File: config.mk
export PLATFORM = sky130hd
export DESIGN_NAME = fpg_gateway
export DESIGN_NICKNAME = d
export VERILOG_FILES = /design/src/pkg/fpg_pkg.sv /design/src/verilog/fpg_mem.sv /design/src/verilog/fpg_gateway.sv
export VERILOG_INCLUDE_DIRS = /design/src /design/src/pkg
export SDC_FILE = /design/constraint.sdc
export NUM_CORES = 1
export LEC_CHECK = 0
export ABC_AREA = 1
export BUFFER_PORTS_ARGS = -buffer_cell sky130_fd_sc_hd__buf_4
export CORE_ASPECT_RATIO = 1.1
export CORE_MARGIN = 3
export CORE_UTILIZATION = 57
export CTS_CLUSTER_SIZE = 24
export DETAILED_ROUTE_END_ITERATION = 8
export PLACE_DENSITY_LB_ADDON = 0.12
export SKIP_CTS_REPAIR_TIMING = 1
export SYNTH_ARGS = -nofsm -noshare
export SYNTH_HDL_FRONTEND = slang
export SYNTH_HIERARCHICAL = 1
export SYNTH_SLANG_ARGS = --single-unit
File: constraint.sdc
create_clock -name clk -period 4.58 [get_ports clk]
set_input_delay 0.458 -clock clk [delete_from_list [all_inputs] [get_ports clk]]
set_output_delay 0.458 -clock clk [all_outputs]
set_load 0.005 [all_outputs]
File: src/pkg/fpg_regs.svh
// Purpose: Constants of the fieldbus process-word gateway
// Assumes: Included by fpg_pkg and by fpg_gateway
// Notes: Definitions only
`ifndef FPG_REGS_SVH
`define FPG_REGS_SVH
// Configuration byte codes
`define FPG_CFG_EMPTY 8'h00
`define FPG_CFG_HDR 8'hC0
`define FPG_CFG_PARAM_LEN 8'h87
// Word module: top three bits 110, five-bit length minus one below
`define FPG_CFG_WORD_FMT 3'h6
// Process word layout
`define FPG_WORDS_PER_DRV 3
`define FPG_MAX_WORDS 24
`define FPG_MAX_DRV 8
`define FPG_NUM_PARAMS 8
`endif

File: src/pkg/fpg_pkg.sv
// Purpose: Types of the fieldbus process-word gateway
// Assumes: Header fpg_regs.svh holds the numbers
// Notes: State enum is one-hot
`include "fpg_regs.svh"
package fpg_pkg;
    typedef enum logic [4:0] {
        FPG_IDLE = 5'h01,
        FPG_SLOT0 = 5'h02,
        FPG_HDR = 5'h04,
        FPG_OUTL = 5'h08,
        FPG_INL = 5'h10
    } fpg_state_e;

    typedef logic [15:0] fpg_word_t;

    typedef struct packed {
        fpg_state_e st;
        logic bad;
        logic par_seen;
        logic not3;
        logic [7:0] pend;
        logic [7:0] words;
        logic [3:0] mods;
        logic cfg_ok;
        logic per_drive;
        logic [7:0] nwords;
        logic [3:0] ndrv;
        logic link_err;
        logic [7:0] bank;
        fpg_word_t [7:0] par;
        fpg_word_t par_rdata;
        logic par_ack;
        logic rd_valid;
        logic rd_zero;
    } fpg_state_s;
endpackage

File: src/verilog/fpg_mem.sv
// Purpose: Double-banked process word store
// Assumes: One write and one read port, same clock
// Notes: Read data comes out of a register
`timescale 1ns/10ps
module fpg_mem #(
    parameter int WIDTH = 16,
    parameter int DEPTH = 48,
    parameter int AW = 6
) (
    // Clock
    input wire logic clk,
    // Write port
    input wire logic wr_en,
    input wire logic [AW-1:0] wr_addr,
    input wire logic [WIDTH-1:0] wr_data,
    // Read port
    input wire logic [AW-1:0] rd_addr,
    output logic [WIDTH-1:0] rd_data
);
    logic [WIDTH-1:0] mem [DEPTH];

    // Storage without reset, contents set by the master
    always_ff @(posedge clk) begin
        if (wr_en) begin
            mem[wr_addr] <= wr_data;
        end
        rd_data <= mem[rd_addr];
    end
endmodule

File: src/verilog/fpg_gateway.sv
// Purpose: Fieldbus process-word gateway, slave side
// Assumes: Config bytes and process words arrive already decoded from the link
// Notes: Double buffer per drive gives consistent blocks
`timescale 1ns/10ps
`include "fpg_regs.svh"
module fpg_gateway import fpg_pkg::*; #(
    parameter int MAX_WORDS = `FPG_MAX_WORDS,
    parameter int MAX_DRV = `FPG_MAX_DRV
) (
    // Clock and reset
    input wire logic clk,
    input wire logic sys_rst,
    // Configuration byte stream from the link
    input wire logic cfg_start,
    input wire logic cfg_valid,
    input wire logic [7:0] cfg_byte,
    input wire logic cfg_last,
    // Link state
    input wire logic dx_start,
    input wire logic link_fault,
    output logic link_err,
    output logic cfg_ok,
    output logic per_drive,
    output logic [3:0] drv_count,
    // Process words from the master
    input wire logic pw_wr,
    input wire logic [4:0] pw_idx,
    input wire logic [15:0] pw_data,
    input wire logic pw_commit,
    input wire logic [2:0] pw_commit_drv,
    // Settings channel
    input wire logic par_req,
    input wire logic par_we,
    input wire logic [2:0] par_addr,
    input wire logic [15:0] par_wdata,
    output logic par_ack,
    output logic [15:0] par_rdata,
    // Downstream system bus side
    input wire logic drv_rd_req,
    input wire logic [2:0] drv_rd_drv,
    input wire logic [1:0] drv_rd_word,
    output logic drv_rd_valid,
    output logic [15:0] drv_rd_data
);
    fpg_state_s s_q, s_d;
    logic [15:0] mem_q;
    logic wr_ok;
    logic [5:0] wr_addr;
    logic [5:0] rd_addr;
    logic [4:0] rd_word;
    logic nwords_ok;

    // Drive that owns a word index
    function automatic logic [2:0] drv_of(input logic [4:0] idx);
        drv_of = 3'(idx / 5'(`FPG_WORDS_PER_DRV));
    endfunction

    // Drives needed for a word count, rounded up
    function automatic logic [3:0] ceil_drv(input logic [7:0] n);
        ceil_drv = 4'((n + 8'(`FPG_WORDS_PER_DRV - 1)) / 8'(`FPG_WORDS_PER_DRV));
    endfunction

    // Master writes go to the bank the drives do not see
    // no exchange before acceptance
    assign wr_ok = pw_wr && !s_q.link_err && (8'(pw_idx) < s_q.nwords);
    assign wr_addr = {~s_q.bank[drv_of(pw_idx)], pw_idx};
    // drive k owns words 3k to 3k+2
    // Widen before the product, a 3-bit product would wrap from drive 3 up
    assign rd_word = 5'(drv_rd_drv) * 5'(`FPG_WORDS_PER_DRV) + 5'(drv_rd_word);
    assign rd_addr = {s_q.bank[drv_rd_drv], rd_word};

    fpg_mem #(.WIDTH(16), .DEPTH(64), .AW(6)) u_mem (
        .clk(clk),
        .wr_en(wr_ok),
        .wr_addr(wr_addr),
        .wr_data(pw_data),
        .rd_addr(rd_addr),
        .rd_data(mem_q)
    );

    // Next state: parser, link lamp, banks, settings channel
    always_comb begin
        logic [5:0] n;
        logic [7:0] words_n;
        logic [3:0] mods_n;
        logic bad_n;
        logic not3_n;
        logic fine;
        n = '0;
        words_n = '0;
        mods_n = '0;
        bad_n = 1'b0;
        not3_n = 1'b0;
        fine = 1'b0;
        s_d = s_q;
        s_d.par_ack = 1'b0;
        s_d.rd_valid = 1'b0;
        if (cfg_start) begin
            // new set-up stops exchange until accepted
            s_d.st = FPG_SLOT0;
            s_d.bad = 1'b0;
            s_d.par_seen = 1'b0;
            s_d.not3 = 1'b0;
            s_d.words = '0;
            s_d.mods = '0;
            s_d.cfg_ok = 1'b0;
            s_d.link_err = 1'b1;
        end else if (cfg_valid) begin
            case (s_q.st)
                FPG_SLOT0: begin
                    if (cfg_byte != `FPG_CFG_EMPTY) s_d.bad = 1'b1;
                    s_d.st = FPG_HDR;
                end
                FPG_HDR: begin
                    if (cfg_byte != `FPG_CFG_HDR) s_d.bad = 1'b1;
                    s_d.st = FPG_OUTL;
                end
                FPG_OUTL: begin
                    s_d.pend = cfg_byte;
                    s_d.st = FPG_INL;
                end
                FPG_INL: begin
                    s_d.st = FPG_HDR;
                    // Five-bit length: C0 is one word, D7 is twenty-four
                    n = 6'(cfg_byte[4:0]) + 6'h01;
                    if (cfg_byte != s_q.pend) begin
                        s_d.bad = 1'b1;
                    end else if (cfg_byte == `FPG_CFG_PARAM_LEN) begin
                        // settings channel optional, once, before drives
                        if (s_q.par_seen || s_q.mods != 4'h0) s_d.bad = 1'b1;
                        s_d.par_seen = 1'b1;
                    end else if (cfg_byte[7:5] == `FPG_CFG_WORD_FMT) begin
                        s_d.words = s_q.words + 8'(n);
                        s_d.mods = s_q.mods + 4'h1;
                        if (n != 6'(`FPG_WORDS_PER_DRV)) s_d.not3 = 1'b1;
                    end else begin
                        s_d.bad = 1'b1;
                    end
                end
                default: s_d.bad = 1'b1;
            endcase
            if (cfg_last) begin
                words_n = s_d.words;
                mods_n = s_d.mods;
                bad_n = s_d.bad;
                not3_n = s_d.not3;
                // range and layout check, module not of three words rejected when there are several modules
                fine = !bad_n && (s_d.st == FPG_HDR) && (words_n >= 8'h01)
                    && (words_n <= 8'(MAX_WORDS)) && (mods_n <= 4'(MAX_DRV))
                    && !(mods_n > 4'h1 && not3_n);
                s_d.st = FPG_IDLE;
                s_d.cfg_ok = fine;
                // several modules means one block per drive
                s_d.per_drive = mods_n > 4'h1;
                s_d.nwords = fine ? words_n : 8'h00;
                // one drive per group of three words
                s_d.ndrv = fine ? ceil_drv(words_n) : 4'h0;
                s_d.bank = '0;
            end
        end
        // lamp off only with accepted config and exchange started
        if (link_fault || !s_d.cfg_ok) begin
            s_d.link_err = 1'b1;
        end else if (dx_start && s_q.cfg_ok && !cfg_start) begin
            s_d.link_err = 1'b0;
        end
        // Commit flips the visible bank
        if (pw_commit && !s_q.link_err) begin
            for (int k = 0; k < 8; k++) begin
                if (!s_q.per_drive && 4'(k) < s_q.ndrv) s_d.bank[k] = ~s_q.bank[k];
            end
            if (s_q.per_drive && 4'(pw_commit_drv) < s_q.ndrv) begin
                s_d.bank[pw_commit_drv] = ~s_q.bank[pw_commit_drv];
            end
        end
        // settings channel reaches gateway parameters only
        if (par_req) begin
            if (par_we) s_d.par[par_addr] = par_wdata;
            s_d.par_rdata = par_we ? par_wdata : s_q.par[par_addr];
            s_d.par_ack = 1'b1;
        end
        // Drive read; unmapped words read as zero
        if (drv_rd_req) begin
            s_d.rd_valid = 1'b1;
            s_d.rd_zero = s_q.link_err || (8'(rd_word) >= s_q.nwords)
                || (4'(drv_rd_drv) >= s_q.ndrv);
        end
    end

    // State register
    always_ff @(posedge clk) begin
        if (sys_rst) begin
            s_q <= '{st: FPG_IDLE, link_err: 1'b1, default: '0};
        end else begin
            s_q <= s_d;
        end
    end

    // Outputs from the state register
    assign link_err = s_q.link_err;
    assign cfg_ok = s_q.cfg_ok;
    assign per_drive = s_q.per_drive;
    assign drv_count = s_q.ndrv;
    assign par_ack = s_q.par_ack;
    assign par_rdata = s_q.par_rdata;
    assign drv_rd_valid = s_q.rd_valid;
    // drive data only ever comes from process words
    assign drv_rd_data = s_q.rd_zero ? 16'h0000 : mem_q;

    assign nwords_ok = s_q.nwords >= 8'h01 && s_q.nwords <= 8'(MAX_WORDS);
endmodule

# ---- Word-level counts from Yosys, hierarchy flattened
# Memory sizes are Yosys's and may differ from the RTL's. A register that Yosys moved wholly into a read port is not among the register bits.
# Cells that the tools add are included.
dict set report classes {
  eq_ne 13
  n_reduce_logical 43
  n_bitwise 11
  shifts 0
  order_cmp 22
  n_div 2
  n_mul 1
  add_sub_neg 5
  muxes 77
}
# operator count
set ops {}
lappend ops {{128-bit bitwise mux} 1}
lappend ops {{12-bit two-way mux} 6}
lappend ops {{16-bit two-way mux} 4}
lappend ops {{8-bit two-way mux} 7}
lappend ops {{16-bit binary-select mux with 3-bit select} 1}
lappend ops {{16-bit demux with 3-bit select} 1}
lappend ops {{39-bit two-way mux} 1}
lappend ops {{1-bit two-way mux} 38}
lappend ops {{1-bit logical AND} 22}
lappend ops {{5-bit two-way mux} 4}
lappend ops {{3-bit by 4-bit < comparator with 1-bit output, first input constant} 4}
lappend ops {{3-bit by 4-bit < comparator with 1-bit output, second input constant} 4}
lappend ops {{5-bit case mux with 3 select lines} 1}
lappend ops {{14-bit two-way mux} 1}
lappend ops {{1-bit inverter} 11}
lappend ops {{5-bit by 3-bit equality test with 1-bit output, second input constant} 2}
lappend ops {{2-bit two-way mux} 5}
lappend ops {{1-bit binary-select mux with 3-bit select} 3}
lappend ops {{8-bit by 2-bit adder with 8-bit output, second input constant} 1}
lappend ops {{8-bit by 6-bit adder with 8-bit output} 1}
lappend ops {{8-bit bitwise mux} 1}
lappend ops {{8-bit by 2-bit divider with 8-bit output, second input constant} 1}
lappend ops {{8-bit equality test, second input constant} 1}
lappend ops {{5-bit by 8-bit greater-or-equal comparator with 1-bit output} 1}
lappend ops {{other kinds (36)} 52}
dict set report word_totals {
  in_bits 68
  n_memories 1
  wordCells 201
  mem_bits_ro 0
  out_inout_bits 41
  reg_bits 198
  latch_bits 0
  ramBits 1024
}
# name depth width read_ports rd_ports_with_merged_regs write_ports line_no
set memory_table {}
lappend memory_table {u_mem.mem 64 16 1 1 1 fpg_mem.sv:20} ;# logic [WIDTH-1:0] mem [DEPTH];

# ---- Logic depth before layout (Yosys ltp)
dict set report logic_depth {
  depth_word 21
  mapped_depth 49
  mapped_depth_nobuf 49
}

# ---- By module
# Netlist, hierarchy kept.
# mod area_per_inst_um2 cells_per_inst n_inst
set by_module_without_submodules {}
lappend by_module_without_submodules {fpg_mem 42099.1 3517 1}
lappend by_module_without_submodules {fpg_gateway 10988.0 1592 1}

# ---- Worst setup path before layout
# No wires, ideal clock.
dict set report synth_timing {
  kind {input port to flip-flop}
  start {in cfg_byte[0]}
  end {reg s_q, in the netlist drv_count[0]}
  path_slack_ns -0.304
  required_ns 4.468
  setup_time_ns 0.112
  n_path_buf 0
  t_arrival_ns 4.772
  cell_stages 40
  path_cell_list {inv_2 ha_1 fa_1 xnor2_1 nand4_1 nand2_4 inv_1 ha_1 inv_1 nand2_1 inv_1 nand2_1 nand2_1 inv_1 nand3_1 nand3_1 o21ai_2 xor2_2 [4 not listed] nor2_4 nand2_2 nand3_2 nand2_1 nand2_2 nor2_4 nand2_2 nand2_1 nand2_1 ha_1 nor2_1 nand3_1 o21ai_1 nand2_1 nand2_1 nand3_1 nand2_1 nand2_1}
}
dict set report synth_via {
  elab_chain_cells 14
  elab_cells_between_ends 42
  classes_between {add/sub (3); div (1); order compare (4); eq/ne (4); mux (21); reduce/logical (9)}
}
# element line_no
set synth_lines {}
lappend synth_lines {{from (decl)} fpg_gateway.sv:16} ;# input wire logic [7:0] cfg_byte,
lappend synth_lines {{parallel branches: the longest is 13 deep, another holds 8-bit by 6-bit adder with 8-bit output} -}
lappend synth_lines {{4-bit two-way mux (*)} fpg_gateway.sv:157} ;# s_d.ndrv = fine ? ceil_drv(words_n) : 4'h0;
lappend synth_lines {{to (signal assigned)} fpg_gateway.sv:193} ;# s_q <= '{st: FPG_IDLE, link_err: 1'b1, default: '0};
lappend synth_lines {{to (signal assigned)} fpg_gateway.sv:195} ;# s_q <= s_d;
lappend synth_lines {{to (decl)} fpg_gateway.sv:45} ;# fpg_state_s s_q, s_d;
# Mark *: on every way between the ends. The select of a mux whose other input is x is not followed.
# A chain may end at the register's enable or synchronous reset.

# ---- Final worst setup path
dict set report layout_timing {
  start {reg s_q[174] (netlist name)}
  end {reg s_q, in the netlist drv_count[0]}
}
dict set report layout_via {
  elab_chain_cells 13
  elab_cells_between_ends 16
  classes_between {add/sub (2); div (1); order compare (2); mux (7); reduce/logical (4)}
}
# element line_no
set layout_lines {}
lappend layout_lines {{8-bit by 6-bit adder with 8-bit output} fpg_gateway.sv:133} ;# s_d.words = s_q.words + 8'(n);
lappend layout_lines {{12-bit two-way mux} fpg_gateway.sv:132} ;# end else if (cfg_byte[7:5] == `FPG_CFG_WORD_FMT) begin
lappend layout_lines {{12-bit two-way mux} fpg_gateway.sv:128} ;# end else if (cfg_byte == `FPG_CFG_PARAM_LEN) begin
lappend layout_lines {{12-bit two-way mux} fpg_gateway.sv:126} ;# if (cfg_byte != s_q.pend) begin
lappend layout_lines {{12-bit two-way mux (*)} fpg_gateway.sv:109} ;# case (s_q.st)
lappend layout_lines {{12-bit two-way mux (*)} fpg_gateway.sv:108} ;# end else if (cfg_valid) begin
lappend layout_lines {{12-bit two-way mux (*)} fpg_gateway.sv:98} ;# if (cfg_start) begin
lappend layout_lines {{parallel branches: the longest is 5 deep, another holds 8-bit by 2-bit adder with 8-bit output} -}
lappend layout_lines {{4-bit two-way mux (*)} fpg_gateway.sv:157}
# Marks and branches as above.

==> metrics.md <==
| Metric | Value |
|---|---|
| Layout cell share with drive strength beyond 1 | 12.21% |
| Area contributors post-synth | edfxtp_1, nand2_1, nand3_1 |
| Deepest clock path buffer count | 3 |
| Post-placement cell area | between 0.05 and 0.06 mm^2 |
| Root Buffer Master | clkbuf_16 |
| Logic pwr share | between 10% and 20% |
| Fin cells | ~6,600 |
| CP arrival | about 5300 ps |
| Detail Placement HPWL | 80.04 mm |
| Worst hold path class | input port to register |
| Skew-Pair Late Insertion Delay | slightly above 700 ps |
| DR iter-0 viols | approximately 3,900 |
| Average size of a mapped cell | roughly 10 um^2 |
| DRT antenna net count | 0 |
| Post-synth EDFFs | a little over 1,000 |
| Sw frac | between 20% and 30% |
| Fmax | 215.5 MHz |
| RSZ-0062 raised after global routing | true |
| Fraction of registers with async set/reset | 0% |
| First-pass GRT wire length | between 200 and 250 mm |
| Core area | slightly above 0.09 mm^2 |
| Max transition margin | about 28% |
| CP max stage cell | fa_2 |
| Max_cap viols | 0 |
| Aggregate global-route resource usage | about 28% |
| Die Y | ~330 um |
| CTS Sinks | 1,238 |
| Peak supply drop | about 0.37 mV |
| Ys flop type | edfxtp_1 |
| Reg area | around 0.035 mm^2 |
| CTS tree | done |
| Violations in the final reports | negative setup slack |
| Post-Syn Area | about 0.053 mm^2 |
| WL final | 139.1 mm |
| Total vias in the final route | around 38,000 |
| Cell leakage power | approximately 23 nW |
| Filler cells | approximately 7,100 |
| Setup-failing EPs final | 2 |
| Ant diodes | 0 |
| Final Hold Fails | 0 |
| Clk_skew | approximately 35 ps |
| Commonest non-fill, non-tap cell in the layout | nand2_1 |
| Slowest stage delay, CP | about 400 ps |
| Vias in the first global route | about 36,000 |
| Worst slew pin tran | 1073 ps |
| Met3 Routed Length | 10.81 mm |
| Pwr/cell area | 435.2 mW/mm^2 |
| Routed wire per std cell | about 21 um |
| Total gr overflow | 0 |
| Area leader, netlist | edfxtp_1 |
| Ys Warns | 6 |
| Net switching power | 6.988 mW |
| Count of cell types in the netlist | 56 |
| Met2 wire length | about 65 mm |
| Setup ws final | -60.46 ps |
| Cell internal pwr | roughly 19 mW |
| CTS Buf Count | between 100 and 150 |
| Element type at the critical path start | register |
| Die ar. | 0.09684 mm^2 |
| Tot Pwr | between 20 and 30 mW |
| Crit path required time | 5220 ps |
| Worst setup EP type | register |
| Met1 wire length | between 50 and 60 mm |
| Port Buf Inserts | 108 |
| Post-Synthesis Cells | between 5,000 and 6,000 |
| Final Cycle Share | 101.3% |
| Io pins | approximately 110 |
| Fin area | 0.06002 mm^2 |
| Initial Utilization | just under 60% |
| Crit path max fanout | 5 |
| Min Tclk post-route | ~4600 ps |
| Share of power burned in registers | between 40% and 50% |
| Critical path class | register to register |
| DRC violations left | 0 |
| Syn nets | approximately 5,200 |
| Final #Nets | 5,358 |
| Max layer used | met4 |
| Commonest non-fill, non-tap cells in the layout | nand2_1, edfxtp_1, nand3_1 |
| Std-Cell Rows | around 120 |
| Clock transition at path regs | 70 ps |
| Via density | approximately 5.8 |
| Register area share after synthesis | between 60% and 70% |
| Initial antenna violation count | 1 |
| Final Max Slew Viols | 0 |
| Status | complete, but fails checks |
| Largest net degree at the start of global routing | ~180 |
| RD Place Congestion | 0.8880 |
| Synth Register Bits | 1,238 |
| Clock Power Share | 38.3% |
| TritonRoute pass-1 iters | 6 |
| Area Overhead vs Synth | 13.06% |
| Die X | roughly 300 um |
| Top cell by count, worst path | nand2_2 |
| CTS H-tree depth | 3 |
| Area taken by multi-input logic gates | ~0.016 mm^2 |
| Placed Cells incl. Taps | 6,348 |
| Synth top area share | between 50% and 60% |
-- path summary, 6_finish.rpt --
path                                       startpoint                   endpoint  slack (ps)  depth (start not counted)
worst max-delay path            s_q[174]$_SDFFE_PP0P_  drv_count[0]$_SDFFE_PP0P_         -60                         40
worst min-delay path                    par_wdata[12]       s_q[47]$_SDFFE_PP0P_          40                          3
worst max register to register  s_q[174]$_SDFFE_PP0P_  drv_count[0]$_SDFFE_PP0P_         -60                         40
worst min register to register   s_q[43]$_SDFFE_PP0P_       s_q[43]$_SDFFE_PP0P_         450                          2
-- logic make-up (layout without fill, tap and decap cells) --
logic type,after synthesis,count (layout),synth area share [%]
buffers and inverters,531,777,5.039
adder cells (fa/ha/maj),41,41,1.009
AND/OR/NAND/NOR,2850,2850,23.06
flip-flops,1238,1238,65.99
AO/OA/AOI/OAI,434,434,4.629
XOR/XNOR,12,12,0.2121
multiplexers,3,3,0.05892
-- power by group through the flow --
stage          combinational (mW)  sequential (mW)  clock, mW
3_5_place_dp                 3.72             12.5          0
2_1_floorplan                2.35             12.5          0
4_1_cts                      3.74             12.3       10.2
6_report                     3.81             12.3       10.0
3_3_place_gp                 3.69             12.5          0
5_1_grt                      4.14             12.3       10.6
-- per-stage QoR --
step / worst slack, ps / utilization, % / setup TNS (ps) / hold WS (ps)
after floorplan: -57.13 / - / -7366 / 424.5
after global placement: -531.0 / 60.64 / -959.0 / 438.8
after detailed placement: -660.9 / 60.64 / -1239 / 442.5
after CTS: -226.0 / 65.04 / -378.3 / -85.46
after global routing: -387.7 / 65.43 / -673.0 / 30.31
final: -60.46 / 65.43 / -77.57 / 42.76
-- final cells by class --
class	count	share of cell area, %
clock buffer	149	5.351
sequential	1238	58.39
clock inverter	80	1.365
tap	1239	2.583
multi-input combinational	3340	26.35
timing repair buffer	331	4.555
inverter	217	1.413
-- synthesized netlist by cell type (2+ instances only) --
master and number:
nand2_1 1531, edfxtp_1 1024, nand3_1 935, nor2_1 255, dfxtp_1 214, inv_1 194
o21ai_0 175, a21oi_1 162, buf_2 113, clkbuf_1 88, buf_6 50, nand4_1 45
buf_4 39, ha_1 38, buf_1 23, a221oi_1 22, nand2_2 22, o211ai_1 21
nor3_1 20, nor4_1 16, inv_2 13, a22oi_1 11, o22ai_1 10, clkinv_1 9
xor2_1 8, a22o_1 6, nor2_2 6, nor2_4 6, nand2_4 5, o221ai_1 4
a21boi_0 3, a31oi_1 3, fa_1 3, nand3_2 3, nand3b_1 3, o21bai_1 3
xnor2_1 3, a211oi_1 2, mux2i_1 2, o21ai_1 2, o21ai_2 2
-- state kept, by name, summed over array words and instances, names as in the netlist --
name / cells
u_mem/mem: 1024
s_q: 173
par_rdata: 16
u_mem/rd_data: 16
drv_count: 4
cfg_ok: 1
drv_rd_valid: 1
link_err: 1
par_ack: 1
per_drive: 1
-- critical path, delay by kind of cell (launching register included) --
| family | cells | cell delay [ps] |
|---|---|---|
| XOR/XNOR | 1 | 150 |
| adder cells (fa/ha/maj) | 4 | 920 |
| buffers and inverters | 1 | 70 |
| flip-flops | 1 | 360 |
| AND/OR/NAND/NOR | 34 | 3110 |
-- layer usage --
metal / global-route usage, % / vias up
li1: - / 17986
met1: 39.25 / 18435
met2: 45.41 / 1525
met3: 3.732 / 256
met4: 11.07 / 0
met5: 0 / -
No activity file was read; power rests on OpenSTA's default activity.
